===== config.mk =====
export PLATFORM = sky130hd
export DESIGN_NAME = rfm_regs
export DESIGN_NICKNAME = d
export VERILOG_FILES = /design/src/hdl/rfm_pkg.sv /design/src/hdl/rfm_step_timer.sv /design/src/hdl/rfm_regs.sv
export VERILOG_INCLUDE_DIRS = /design/src /design/src/hdl
export SDC_FILE = /design/constraint.sdc
export NUM_CORES = 1
export LEC_CHECK = 0
export ABC_AREA = 1
export BUFFER_PORTS_ARGS = -buffer_cell sky130_fd_sc_hd__buf_2
export CORE_MARGIN = 8
export CORE_UTILIZATION = 64
export CTS_BUF_LIST = sky130_fd_sc_hd__clkbuf_2 sky130_fd_sc_hd__clkbuf_4 sky130_fd_sc_hd__clkbuf_8
export DETAILED_ROUTE_END_ITERATION = 7
export MAX_ROUTING_LAYER = met4
export PLACE_DENSITY = 0.9
export SETUP_SLACK_MARGIN = 0.2
export SLEW_MARGIN = 20
export SYNTH_ARGS = -nofsm -noshare
export SYNTH_HDL_FRONTEND = slang
export SYNTH_SLANG_ARGS = --single-unit

===== constraint.sdc =====
create_clock -name clk -period 2.23 [get_ports clk]
set_input_delay 0.1115 -clock clk [delete_from_list [all_inputs] [get_ports clk]]
set_output_delay 0.1115 -clock clk [all_outputs]
set_load 0.02 [all_outputs]

===== src/hdl/rfm_map.svh =====
// register offsets, field positions, reset values and timing counts of the rf timing bank
`ifndef RFM_MAP_SVH
`define RFM_MAP_SVH

`define RFM_ADDR_SQUELCH 8'h0F
`define RFM_ADDR_GUARD 8'h15
`define RFM_ADDR_MAIN_MASK 8'h16
`define RFM_ADDR_TIMER_MASK 8'h17
`define RFM_ADDR_ERROR_MASK 8'h18
`define RFM_ADDR_TARGET_MASK 8'h19
`define RFM_ADDR_MAIN_STS 8'h1A
`define RFM_ADDR_TIMER_STS 8'h1B
`define RFM_ADDR_ERROR_STS 8'h1C
`define RFM_ADDR_TARGET_STS 8'h1D
`define RFM_ADDR_PEER_WAIT 8'h30
`define RFM_ADDR_MRT 8'h31
`define RFM_ADDR_TIMER_CTRL 8'h32
`define RFM_ADDR_ENGINE_STS 8'h33

`define RFM_RST_PEER_WAIT 8'h80
`define RFM_RST_GUARD 8'h33
`define RFM_RST_ZERO 8'h00

`define RFM_MRT_STEP_BIT 3
`define RFM_TMR_GUARD_BIT 1
`define RFM_TGT_PEER_BIT 7
`define RFM_MAIN_VALID 8'hFE
`define RFM_TIMER_VALID 8'hFF
`define RFM_ERROR_VALID 8'hFF
`define RFM_TARGET_VALID 8'hFB
`define RFM_SQ_MIN_VALUE 8'h05

`define RFM_MRT_STEP_FINE 64
`define RFM_MRT_STEP_COARSE 512
`define RFM_PEER_STEP 64
`define RFM_GUARD_STEP 2048

`define RFM_CLK_PERIOD_NS 40
`define RFM_SQ_DELAY_NS 20000
`define RFM_GUARD_BASE_NS 75000
`define RFM_SQ_DELAY_CYC ((`RFM_SQ_DELAY_NS + `RFM_CLK_PERIOD_NS - 1) / `RFM_CLK_PERIOD_NS)
`define RFM_GUARD_BASE_CYC ((`RFM_GUARD_BASE_NS + `RFM_CLK_PERIOD_NS - 1) / `RFM_CLK_PERIOD_NS)

`endif


===== src/hdl/rfm_pkg.sv =====
// types shared by the rf timing bank
`default_nettype none
package rfm_pkg;
  typedef enum logic [1:0] {
    SQ_IDLE = 2'b00,
    SQ_WAIT = 2'b01,
    SQ_ON = 2'b11,
    SQ_HOLD = 2'b10
  } rfm_sq_state_type;
endpackage
`default_nettype wire


===== src/hdl/rfm_step_timer.sv =====
// down counter of value times step ticks, one done pulse at expiry
`default_nettype none
module rfm_step_timer #(
  parameter int VW = 8,
  parameter int SW = 12
) (
  input wire logic clk,
  input wire logic reset_n,
  input wire logic start,
  input wire logic abort,
  input wire logic tick,
  input wire logic [VW-1:0] value,
  input wire logic [SW-1:0] step,
  output logic busy,
  output logic done
);
  logic [VW-1:0] steps_r;
  logic [SW-1:0] pre_r;

  always_ff @(posedge clk or negedge reset_n) begin
    if (!reset_n) begin
      busy <= 1'b0;
      done <= 1'b0;
      steps_r <= '0;
      pre_r <= '0;
    end else if (start) begin
      // zero value expires at once
      busy <= (value != '0);
      done <= (value == '0);
      steps_r <= value;
      pre_r <= step - 1'b1;
    end else if (abort) begin
      busy <= 1'b0;
      done <= 1'b0;
    end else if (busy && tick) begin
      if (pre_r == '0) begin
        pre_r <= step - 1'b1;
        steps_r <= steps_r - 1'b1;
        busy <= (steps_r != 1);
        done <= (steps_r == 1);
      end else begin
        pre_r <= pre_r - 1'b1;
        done <= 1'b0;
      end
    end else begin
      done <= 1'b0;
    end
  end
endmodule
`default_nettype wire


===== src/hdl/rfm_regs.sv =====
// rf timing and interrupt mask register bank with its timers
`include "rfm_map.svh"
`default_nettype none
// Operation
// - the peer field wait timer waits up to the 8-bit value times 64 carrier periods.
// - squelch turns on about 20 us after the end of reader transmission.
// - a squelch value above 5 and below the mask receive value ends squelch after that time and freezes the gain for the agc.
// - a squelch value of 5 or less, or not below the mask receive value, holds squelch to mrt end.
// - field-on commands time the guard with the 8-bit value in steps of 2048 carrier periods.
// - the guard interval is a fixed 75 us plus the programmed guard time.
// - main mask bits 7 to 1 suppress their sources, bit 0 is unused.
// - timer mask bits 7 to 0 suppress command, no-response, timer, field and guard sources.
// - error mask bits 7 to 0 suppress crc, parity, framing and wake-up sources.
// - target mask bits suppress target sources, bit 2 is reserved.
// - reading a status register clears it to zero, except for bits of events arriving in the same cycle.
// - the mask receive timer steps by 64 or 512 carrier periods chosen by one bit.
module rfm_regs (
  input wire logic clk,
  input wire logic reset_n,
  input wire logic [7:0] addr,
  input wire logic [7:0] wdata,
  input wire logic wr,
  input wire logic rd,
  output logic [7:0] rdata,
  input wire logic fc_tick,
  input wire logic tx_end,
  input wire logic field_on_cmd,
  input wire logic peer_wait_start,
  input wire logic peer_field_on,
  input wire logic [7:0] main_evt,
  input wire logic [7:0] timer_evt,
  input wire logic [7:0] error_evt,
  input wire logic [7:0] target_evt,
  output logic squelch_on,
  output logic gain_freeze,
  output logic mrt_active,
  output logic guard_active,
  output logic peer_wait_active,
  output logic irq
);
  logic [7:0] squelch_duration_r;
  logic [7:0] field_guard_count_r;
  logic [7:0] peer_field_wait_r;
  logic [7:0] mrt_value_r;
  logic mrt_step_r;
  logic [7:0] mask_r [4];
  logic [7:0] sts_r [4];
  logic [7:0] sts_nxt [4];
  logic [7:0] ev [4];
  logic [7:0] valid [4];
  logic [7:0] rdata_nxt;
  logic irq_nxt;
  rfm_pkg::rfm_sq_state_type sq_state_r;
  rfm_pkg::rfm_sq_state_type sq_state_nxt;
  logic sq_early_r;
  logic [11:0] mrt_step;
  logic mrt_busy;
  logic sqt_busy;
  logic sqd_done;
  logic gpre_busy;
  logic gpre_done;
  logic grd_busy;
  logic grd_done;
  logic peer_busy;
  logic peer_done;

  assign valid[0] = `RFM_MAIN_VALID;
  assign valid[1] = `RFM_TIMER_VALID;
  assign valid[2] = `RFM_ERROR_VALID;
  assign valid[3] = `RFM_TARGET_VALID;
  // masks and status each sit on four consecutive offsets, indexed by group

  // configuration registers
  always_ff @(posedge clk or negedge reset_n) begin
    if (!reset_n) begin
      squelch_duration_r <= `RFM_RST_ZERO;
      field_guard_count_r <= `RFM_RST_GUARD;
      peer_field_wait_r <= `RFM_RST_PEER_WAIT;
      mrt_value_r <= `RFM_RST_ZERO;
      mrt_step_r <= 1'b0;
    end else if (wr) begin
      if (addr == `RFM_ADDR_SQUELCH) begin
        squelch_duration_r <= wdata;
      end else if (addr == `RFM_ADDR_GUARD) begin
        field_guard_count_r <= wdata;
      end else if (addr == `RFM_ADDR_PEER_WAIT) begin
        peer_field_wait_r <= wdata;
      end else if (addr == `RFM_ADDR_MRT) begin
        mrt_value_r <= wdata;
      end else if (addr == `RFM_ADDR_TIMER_CTRL) begin
        mrt_step_r <= wdata[`RFM_MRT_STEP_BIT];
      end
    end
  end

  // mask registers
  always_ff @(posedge clk or negedge reset_n) begin
    if (!reset_n) begin
      for (int g = 0; g < 4; g++) begin
        mask_r[g] <= `RFM_RST_ZERO;
      end
    end else if (wr) begin
      for (int g = 0; g < 4; g++) begin
        if (addr == `RFM_ADDR_MAIN_MASK + 8'(g)) begin
          mask_r[g] <= wdata;
        end
      end
    end
  end

  // status: new events win over a read or write-one clear in the same cycle
  always_comb begin
    ev[0] = main_evt;
    ev[1] = timer_evt;
    ev[2] = error_evt;
    ev[3] = target_evt;
    ev[1][`RFM_TMR_GUARD_BIT] = timer_evt[`RFM_TMR_GUARD_BIT] | grd_done;
    ev[3][`RFM_TGT_PEER_BIT] = target_evt[`RFM_TGT_PEER_BIT] | peer_done;
    for (int g = 0; g < 4; g++) begin
      if (rd && addr == `RFM_ADDR_MAIN_STS + 8'(g)) begin
        sts_nxt[g] = ev[g] & valid[g];
      end else if (wr && addr == `RFM_ADDR_MAIN_STS + 8'(g)) begin
        sts_nxt[g] = ((sts_r[g] & ~wdata) | ev[g]) & valid[g];
      end else begin
        sts_nxt[g] = (sts_r[g] | ev[g]) & valid[g];
      end
    end
  end

  always_ff @(posedge clk or negedge reset_n) begin
    if (!reset_n) begin
      for (int g = 0; g < 4; g++) begin
        sts_r[g] <= `RFM_RST_ZERO;
      end
    end else begin
      for (int g = 0; g < 4; g++) begin
        sts_r[g] <= sts_nxt[g];
      end
    end
  end

  // interrupt follows status one cycle after an event, two cycles after a mask write
  always_comb begin
    irq_nxt = 1'b0;
    for (int g = 0; g < 4; g++) begin
      irq_nxt = irq_nxt | (|(sts_nxt[g] & ~mask_r[g]));
    end
  end

  always_ff @(posedge clk or negedge reset_n) begin
    if (!reset_n) begin
      irq <= 1'b0;
    end else begin
      irq <= irq_nxt;
    end
  end

  // read mux, data valid only in the cycle after the strobe
  always_comb begin
    rdata_nxt = 8'h00;
    if (addr == `RFM_ADDR_SQUELCH) begin
      rdata_nxt = squelch_duration_r;
    end else if (addr == `RFM_ADDR_GUARD) begin
      rdata_nxt = field_guard_count_r;
    end else if (addr == `RFM_ADDR_PEER_WAIT) begin
      rdata_nxt = peer_field_wait_r;
    end else if (addr == `RFM_ADDR_MRT) begin
      rdata_nxt = mrt_value_r;
    end else if (addr == `RFM_ADDR_TIMER_CTRL) begin
      rdata_nxt[`RFM_MRT_STEP_BIT] = mrt_step_r;
    end else if (addr == `RFM_ADDR_ENGINE_STS) begin
      rdata_nxt = {3'h0, peer_busy, grd_busy | gpre_busy, mrt_busy, gain_freeze, squelch_on};
    end
    for (int g = 0; g < 4; g++) begin
      if (addr == `RFM_ADDR_MAIN_MASK + 8'(g)) begin
        rdata_nxt = mask_r[g];
      end else if (addr == `RFM_ADDR_MAIN_STS + 8'(g)) begin
        rdata_nxt = sts_r[g];
      end
    end
  end

  always_ff @(posedge clk or negedge reset_n) begin
    if (!reset_n) begin
      rdata <= 8'h00;
    end else begin
      rdata <= rd ? rdata_nxt : 8'h00;
    end
  end

  // mask receive timer and squelch duration share one step
  assign mrt_step = mrt_step_r ? 12'(`RFM_MRT_STEP_COARSE) : 12'(`RFM_MRT_STEP_FINE);

  rfm_step_timer #(.VW(8), .SW(12)) u_mrt (
    .clk(clk),
    .reset_n(reset_n),
    .start(tx_end),
    .abort(1'b0),
    .tick(fc_tick),
    .value(mrt_value_r),
    .step(mrt_step),
    .busy(mrt_busy),
    .done()
  );

  rfm_step_timer #(.VW(8), .SW(12)) u_sqt (
    .clk(clk),
    .reset_n(reset_n),
    .start(tx_end),
    .abort(1'b0),
    .tick(fc_tick),
    .value(squelch_duration_r),
    .step(mrt_step),
    .busy(sqt_busy),
    .done()
  );

  // enable delay counted on the system clock
  rfm_step_timer #(.VW(1), .SW(12)) u_sq_delay (
    .clk(clk),
    .reset_n(reset_n),
    .start(tx_end),
    .abort(1'b0),
    .tick(1'b1),
    .value(1'b1),
    .step(12'(`RFM_SQ_DELAY_CYC)),
    .busy(),
    .done(sqd_done)
  );

  // early stop only when the squelch time falls strictly inside the receive mask
  always_ff @(posedge clk or negedge reset_n) begin
    if (!reset_n) begin
      sq_early_r <= 1'b0;
    end else if (tx_end) begin
      sq_early_r <= (squelch_duration_r > `RFM_SQ_MIN_VALUE) &&
                    (squelch_duration_r < mrt_value_r);
    end
  end

  always_comb begin
    sq_state_nxt = sq_state_r;
    case (sq_state_r)
      rfm_pkg::SQ_IDLE: begin
        if (tx_end) begin
          sq_state_nxt = rfm_pkg::SQ_WAIT;
        end
      end
      rfm_pkg::SQ_WAIT: begin
        if (tx_end) begin
          sq_state_nxt = rfm_pkg::SQ_WAIT;
        end else if (!mrt_busy) begin
          sq_state_nxt = rfm_pkg::SQ_IDLE;
        end else if (sqd_done) begin
          sq_state_nxt = rfm_pkg::SQ_ON;
        end
      end
      rfm_pkg::SQ_ON: begin
        if (tx_end) begin
          sq_state_nxt = rfm_pkg::SQ_WAIT;
        end else if (!mrt_busy) begin
          sq_state_nxt = rfm_pkg::SQ_IDLE;
        end else if (sq_early_r && !sqt_busy) begin
          sq_state_nxt = rfm_pkg::SQ_HOLD;
        end
      end
      rfm_pkg::SQ_HOLD: begin
        if (tx_end) begin
          sq_state_nxt = rfm_pkg::SQ_WAIT;
        end else if (!mrt_busy) begin
          sq_state_nxt = rfm_pkg::SQ_IDLE;
        end
      end
      default: begin
        sq_state_nxt = rfm_pkg::SQ_IDLE;
      end
    endcase
  end

  always_ff @(posedge clk or negedge reset_n) begin
    if (!reset_n) begin
      sq_state_r <= rfm_pkg::SQ_IDLE;
      squelch_on <= 1'b0;
      mrt_active <= 1'b0;
    end else begin
      sq_state_r <= sq_state_nxt;
      squelch_on <= (sq_state_nxt == rfm_pkg::SQ_ON);
      mrt_active <= mrt_busy;
    end
  end

  // frozen gain stays as the agc start point until the next transmission
  always_ff @(posedge clk or negedge reset_n) begin
    if (!reset_n) begin
      gain_freeze <= 1'b0;
    end else if (tx_end) begin
      gain_freeze <= 1'b0;
    end else if (sq_state_r == rfm_pkg::SQ_ON && sq_state_nxt == rfm_pkg::SQ_HOLD) begin
      gain_freeze <= 1'b1;
    end
  end

  // guard: fixed base first, then the programmed steps
  rfm_step_timer #(.VW(1), .SW(12)) u_guard_base (
    .clk(clk),
    .reset_n(reset_n),
    .start(field_on_cmd),
    .abort(1'b0),
    .tick(1'b1),
    .value(1'b1),
    .step(12'(`RFM_GUARD_BASE_CYC)),
    .busy(gpre_busy),
    .done(gpre_done)
  );

  rfm_step_timer #(.VW(8), .SW(12)) u_guard (
    .clk(clk),
    .reset_n(reset_n),
    .start(gpre_done),
    .abort(field_on_cmd),
    .tick(fc_tick),
    .value(field_guard_count_r),
    .step(12'(`RFM_GUARD_STEP)),
    .busy(grd_busy),
    .done(grd_done)
  );

  always_ff @(posedge clk or negedge reset_n) begin
    if (!reset_n) begin
      guard_active <= 1'b0;
    end else if (field_on_cmd) begin
      guard_active <= 1'b1;
    end else if (grd_done) begin
      guard_active <= 1'b0;
    end
  end

  // peer wait ends quietly when the peer field shows up
  rfm_step_timer #(.VW(8), .SW(12)) u_peer (
    .clk(clk),
    .reset_n(reset_n),
    .start(peer_wait_start),
    .abort(peer_field_on),
    .tick(fc_tick),
    .value(peer_field_wait_r),
    .step(12'(`RFM_PEER_STEP)),
    .busy(peer_busy),
    .done(peer_done)
  );

  always_ff @(posedge clk or negedge reset_n) begin
    if (!reset_n) begin
      peer_wait_active <= 1'b0;
    end else if (peer_wait_start) begin
      peer_wait_active <= 1'b1;
    end else if (peer_field_on || peer_done) begin
      peer_wait_active <= 1'b0;
    end
  end
endmodule
`default_nettype wire


==> results of run 1 <==
[sequential cells by signal, indices dropped and copies added, names as in the netlist, 12 cells and up]
signal	flops
u_mrt.pre_r	12
u_guard_base.pre_r	12
sts_r	30
u_guard.pre_r	12
u_sq_delay.pre_r	12
u_sqt.pre_r	12
u_peer.pre_r	12
mask_r	32
[critical path: cells and delay by family (launching register included)]
| family | cells | cell delay [ns] |
|---|---|---|
| buffers and inverters | 1 | 0.55 |
| AOI/OAI and AO/OA | 2 | 0.20 |
| DFF | 1 | 0.46 |
| and+or+nand+nor | 8 | 0.67 |
[power groups by stage]
stage	Clock [mW]	Sequential (mW)	Combinational (mW)
6_report	3.99	4.89	1.74
5_1_grt	4.21	4.93	1.97
4_1_cts	4.02	4.87	1.68
3_5_place_dp	0	4.93	1.61
3_3_place_gp	0	4.91	1.51
2_1_floorplan	0	4.84	1.12
[cell type report]
class                   count  share of cell area
flip-flops and latches    228               0.400
multi-input cells        1081               0.383
repair buffers            155              0.0813
inverters                 219              0.0578
clock buffers              60              0.0530
well taps                 234              0.0205
clock inverters             8             0.00473
diodes                      1            0.000175
[per-layer routing]
metal | vias to the layer above | wire, µm | track usage
li1 | 5435 | - | -
met1 | 5438 | 13400 | 0.350
met2 | 578 | 15900 | 0.464
met3 | 149 | 2500 | 0.0423
met4 | 0 | 1600 | 0.144
met5 | - | 0 | -
[cell usage after synthesis (10+ instances only)]
cell        n
o21ai_0   173
o21bai_1   18
nand3_1    64
nand2_1   371
inv_2      12
a21oi_1    53
or2_2      11
nor4_1     13
o21ai_1    10
o211ai_1   14
inv_1     206
xor2_1     19
nand4_1    26
clkbuf_1   22
ha_1       27
nor3_1     28
nor2_1    169
dfrtp_1   223
[layout by cell type, fill, tap and decap left out, drive strengths merged, types with 26 or more instances in the layout]
master	netlist	routed
nand2	376	376
dfrtp	223	223
inv	218	218
o21ai	183	183
nor2	175	175
buf	10	102
nand3	66	66
clkbuf	22	60
a21oi	53	53
dlygate4sd3	0	53
nor3	32	32
ha	27	27
nand4	26	26
[path summary, 6_finish.rpt]
path / from / endpoint / slack, ns / cells past startpoint
max in group asynchronous: reset_n / u_mrt.pre_r[0]$_DFFE_PN0P_ / 1.29 / 3
min in group asynchronous: reset_n / u_sq_delay.pre_r[6]$_DFFE_PN0P_ / 0.16 / 2
hold reg to reg: u_peer.done$_DFF_PN0_ / peer_wait_active$_DFFE_PN0P_ / 0.46 / 1
hold / removal: fc_tick / u_sqt.pre_r[1]$_DFFE_PN0P_ / 0.03 / 3
setup reg to reg: peer_field_wait_r[1]$_DFFE_PN0P_ / rdata[1]$_DFF_PN0_ / 0.27 / 11
setup / recovery: peer_field_wait_r[1]$_DFFE_PN0P_ / rdata[1]$_DFF_PN0_ / 0.27 / 11
[kinds of logic (layout without fill, tap and decap cells)]
| kind of cell | Yosys count | in the layout | share of synthesized area |
|---|---|---|---|
| other | 0 | 1 | 0 |
| buffers and inverters | 251 | 442 | 0.0788 |
| and+or+nand+nor | 702 | 702 | 0.247 |
| adders and majority gates | 27 | 27 | 0.0280 |
| DFF | 228 | 228 | 0.473 |
| xor gates and xnor gates | 28 | 28 | 0.0203 |
| AOI/OAI and AO/OA | 324 | 324 | 0.153 |
[stage by stage]
step | hold WS, ns | total power, mW
global route | 0.0266 | 11.1
global placement | 0.139 | 6.42
floorplan | -0.184 | 5.96
detailed placement | 0.141 | 6.54
finish | 0.0254 | 10.6
CTS | 0.00174 | 10.6
[timing repair]
action | CTS | global route
buffers inserted | 0 | 2
gates resized for setup | 1 | 16
hold endpoints to repair | 119 | 0
hold buffers | 53 | 0
setup endpoints to repair | 1 | 27
pin swaps | 0 | 2
==> impl_metrics.yaml, run 1 <==
status:
  status: "finished clean"
timing:
  clock_skew_ns: 0.0290
  finalSetupViolCount: 0
  fin_ws_ns: 0.269
  worst_slew_pin_slew_ns: 0.620
  fin_crit_ns: 1.96
  post-route-period-util: 0.879
  rsz0062_at_grt: "true"
  fmax_ghz: 0.510
  hold_violations: 0
  drv_slew: 0
  fin_tns_setup_ns: 0
  max_slew_margin: 0.587
cells_and_area:
  fin_cells: 1986
  syn2layout_area_growth_pct: 18.3
  utilization: 0.767
  regArea_um2: 5710
  multi_input_area_um2: 5470
  stdcell_area_um2: 14300
  final.fill_count: 1263
  drive_gt1_frac: 0.135
  final_net_count: 1809
grt:
  grt_max_degree: 81
  grtUsageTotal: 0.288
  grt_overflow: 0
  grt_pass1_vias: 11400
  grt_pass1_wl_mm: 54.6
  antenna_found_initial: 1
placed_design:
  gp_congestion: 0.969
  place_inst: 1862
  port_buffers: 68
  post-place-ws_ns: 0.193
  placedInstanceArea_um2: 12900
  hpwl_mm: 22.5
clock_tree:
  path_clk_slew_ns: 0.06
  cts_tree: "yes"
  cts-root-buf: "clkbuf_8"
  clkSinkCount: 228
  clockBufferDepth: 3
  clk_latency_ns: 0.55
  cts_buffers: 40
  cts-htree-levels: 2
synthesis:
  ys_seq_elements: 228
  synthArstFlopShare: 1.00
  ys.flop_type: "dfrtp_1"
  ys_seq_area_frac: 0.473
  synthCells: 1560
  synth_edf_count: 0
  synth_nets: 1644
  synth_warnings: 0
  yosys-top-cells-area: "dfrtp_1, nand2_1, o21ai_0"
  syn-cell-area_um2: 12100
  ys_types: 49
  synth_top_area_cell: "dfrtp_1"
  yosysTopAreaCellShare: 0.462
  syn_area_per_cell_um2: 7.75
route:
  wl_mm: 33.4
  drtIter0Drc: 1278
  vias_per_cell: 5.84
  drt_pass1_iterations: 8
  drc: 0
  vias: 11600
  wl_per_cell_um: 16.8
  ant_nets: 0
power:
  p_int_mw: 7.45
  switchingPower_mw: 3.16
  seqPwrFrac: 0.461
  swShare: 0.298
  ir_drop_v: 0.000697
  power.leakage_nw: 6.77
  p_comb_frac: 0.164
  clkPwrFrac: 0.376
  power-per-cell-area_nw_per_um2: 743
floorplan:
  die_y_um: 153
  die_w_um: 153
  ioPinCount: 71
  num_rows: 50
  core_area_um2: 18600
  initial_core_util: 0.648
  die_area_um2: 23500
critical_path:
  arrival_ns: 2.39
  path_class: "register to register"
  crit_required_ns: 2.66
  critPathLaunchType: "register"
  cpPeakStageDelay_ns: 0.55
  worstPathCellList: "nand3_1 > nand2_1 > o21ai_0 > nand2_1 > nand2_1 > nand3_1 > nand2_1 > nand3_1 > nand2_1 > a21oi_1 > dlygate4sd3_1"
  path_common_cell: "nand2_1"
  crit_fanout: 4
  slowest_stage: "dlygate4sd3_1"
  crit_path_end_kind: "register"
flow_run:
  drv_cap: 0
hold_path:
  hp-class: "input pin to register"
No activity file was read; power rests on OpenSTA's default activity.
==> inputs of run 2 (changes only) <==
--- a/config.mk
+++ b/config.mk
@@ -8,6 +8,7 @@
 export LEC_CHECK = 0
 export ABC_AREA = 1
 export BUFFER_PORTS_ARGS = -buffer_cell sky130_fd_sc_hd__buf_2
+export CORE_ASPECT_RATIO = 1.1
 export CORE_MARGIN = 8
 export CORE_UTILIZATION = 64
 export CTS_BUF_LIST = sky130_fd_sc_hd__clkbuf_2 sky130_fd_sc_hd__clkbuf_4 sky130_fd_sc_hd__clkbuf_8
==> run 2 against run 1 <==
- the flow now finishes with violations (design-rule violations)
- count of clock-buffer cells in the layout fell by 4
- sequential power barely moved
- first-iteration DRC count rose by 35%
- critical path depth fell by 1
- worst setup slack got worse by 0.064 ns
- sequential share of layout area fell by 0.33 points
- maximum frequency fell by 3.2%
- clock power rose by 9.8%
- die area barely moved
- clock skew rose by 0.0096 ns
- wire length rose by 14%
- via count rose by 6.3%
==> impl_metrics.yaml, run 2 (synthesis gave the netlist of run 1 again) <==
power:
  clkPwrFrac: 0.396
  switchingPower_mw: 3.34
  swShare: 0.302
  p_int_mw: 7.73
  power.leakage_nw: 6.82
  seqPwrFrac: 0.443
  p_comb_frac: 0.161
  power-per-cell-area_nw_per_um2: 769
  ir_drop_v: 0.000528
grt:
  grt_pass1_wl_mm: 61.5
  grtUsageTotal: 0.330
  antenna_found_initial: 0
  grt_pass1_vias: 12500
  grt_overflow: 0
  grt_max_degree: 61
timing:
  clock_skew_ns: 0.0385
  fin_tns_setup_ns: 0
  fin_crit_ns: 2.02
  worst_slew_pin_slew_ns: 0.727
  hold_violations: 0
  rsz0062_at_grt: "true"
  drv_slew: 0
  fmax_ghz: 0.494
  post-route-period-util: 0.908
  max_slew_margin: 0.509
  finalSetupViolCount: 0
  hold_ws_ns: 0.0245
status:
  status: "complete, but fails checks"
  violations: "design-rule violations"
route:
  vias_per_cell: 6.18
  vias: 12300
  drc: 111
  ant_nets: 0
  drtIter0Drc: 1723
  drt_pass1_iterations: 8
  wl_per_cell_um: 19.1
  wl_mm: 38.2
placed_design:
  port_buffers: 68
  placedInstanceArea_um2: 12800
  gp_congestion: 0.985
  hpwl_mm: 22.9
cells_and_area:
  insertedDiodeCount: 0
  utilization: 0.780
  drive_gt1_frac: 0.140
  top_regs: "mask_r: 32 flops, sts_r: 30 flops"
  layout_common_cells: "nand2_1, dfrtp_1, inv_1"
  stdcell_area_um2: 14400
  final.fill_count: 1141
  syn2layout_area_growth_pct: 19.2
  final_common_cell: "nand2_1"
  final_net_count: 1808
  largest_reg_flops: 32
  top_register: "mask_r"
critical_path:
  slowest_stage: "dlygate4sd3_1"
  crit_required_ns: 2.66
  cpPeakStageDelay_ns: 0.56
  r2r_start: "field_guard_count_r[1]$_DFFE_PN1P_"
  worstPathCellList: "or2_2 > o21ai_0 > nand2_1 > nand2_1 > nand3_1 > nand2_1 > nand3_1 > nand2_1 > a21oi_1 > dlygate4sd3_1"
  path_common_cell: "nand2_1"
  arrival_ns: 2.46
  critPathLaunchType: "register"
  path_buf_inv: 1
  path_class: "register to register"
  crit_path_end_kind: "register"
  cp-startpoint: "field_guard_count_r[1]$_DFFE_PN1P_"
  crit_fanout: 4
  path_delay_family: "simple AND/OR/NAND/NOR gates"
hold_path:
  hp-class: "input pin to register"
  min_from: "fc_tick"
clock_tree:
  clk_latency_ns: 0.56
  clockBufferDepth: 3
  path_clk_slew_ns: 0.06
  cts-htree-levels: 2
  cts_buffers: 39
  cts_tree: "yes"
  cts-root-buf: "clkbuf_8"
  clkSinkCount: 228
floorplan:
  initial_core_util: 0.654
  num_rows: 52
  core_area_um2: 18500
  die_area_um2: 23500
  die_y_um: 160
  ioPinCount: 71
  die_w_um: 147
flow_run:
  drv_cap: 0
-- run 2: power by group through the flow --
stage	Combinational [mW]	Sequential, mW	Clock (mW)
floorplan	1.12	4.84	0
finish	1.79	4.90	4.38
CTS	1.69	4.87	4.35
global placement	1.50	4.91	0
global route	2.02	4.95	4.56
detailed placement	1.60	4.93	0
-- run 2: metrics by stage --
step,setup slack (ns),power (mW),cells
floorplan,0.521,5.96,1560
global placement,0.220,6.41,1865
detailed placement,0.194,6.53,1865
CTS,0.222,10.9,1987
global route,0.113,11.5,1996
finish,0.205,11.1,1996
-- run 2: layer usage --
layer  vias to the layer above  part of all wire  global-route usage
met1                      5796              0.36               0.370
met3                       266              0.10              0.0842
met4                         0             0.067               0.190
li1                       5429                 -                   -
met5                         -                 0                   -
met2                       844              0.47               0.530
-- run 2: tightest hold or removal path, stage by stage --
cell	delay (ns)
buf_2	0.18
nand2_1	0.13
o211ai_1	0.09
-- run 2: area by class of cell --
| cell class | count | area, µm² | area share |
|---|---|---|---|
| clock buffers | 56 | 721 | 0.0500 |
| clock inverters | 14 | 173 | 0.0120 |
| inverters | 219 | 826 | 0.0573 |
| multi-input cells | 1081 | 5500 | 0.382 |
| flip-flops and latches | 228 | 5710 | 0.396 |
| well taps | 243 | 304 | 0.0211 |
| repair buffers | 155 | 1170 | 0.0813 |
-- run 2: timing repair --
action,in CTS,in global routing
endpoints found under the setup margin,2,31
endpoints found under the hold margin,272,0
setup buffers,0,9
gates resized for setup,2,23
hold buffers,52,0
pin swaps,0,2
-- run 2: path summary, 6_finish.rpt --
check                                                      to  slack, ns  cells after the start
min                                u_mrt.pre_r[1]$_DFFE_PN0P_       0.02                      3
max in group asynchronous  field_guard_count_r[4]$_DFFE_PN1P_       1.41                      3
max reg2reg                                rdata[1]$_DFF_PN0_       0.21                     10
max                                        rdata[1]$_DFF_PN0_       0.21                     10
min reg2reg                      peer_wait_active$_DFFE_PN0P_       0.48                      1
min in group asynchronous     u_sq_delay.pre_r[5]$_DFFE_PN0P_       0.11                      2
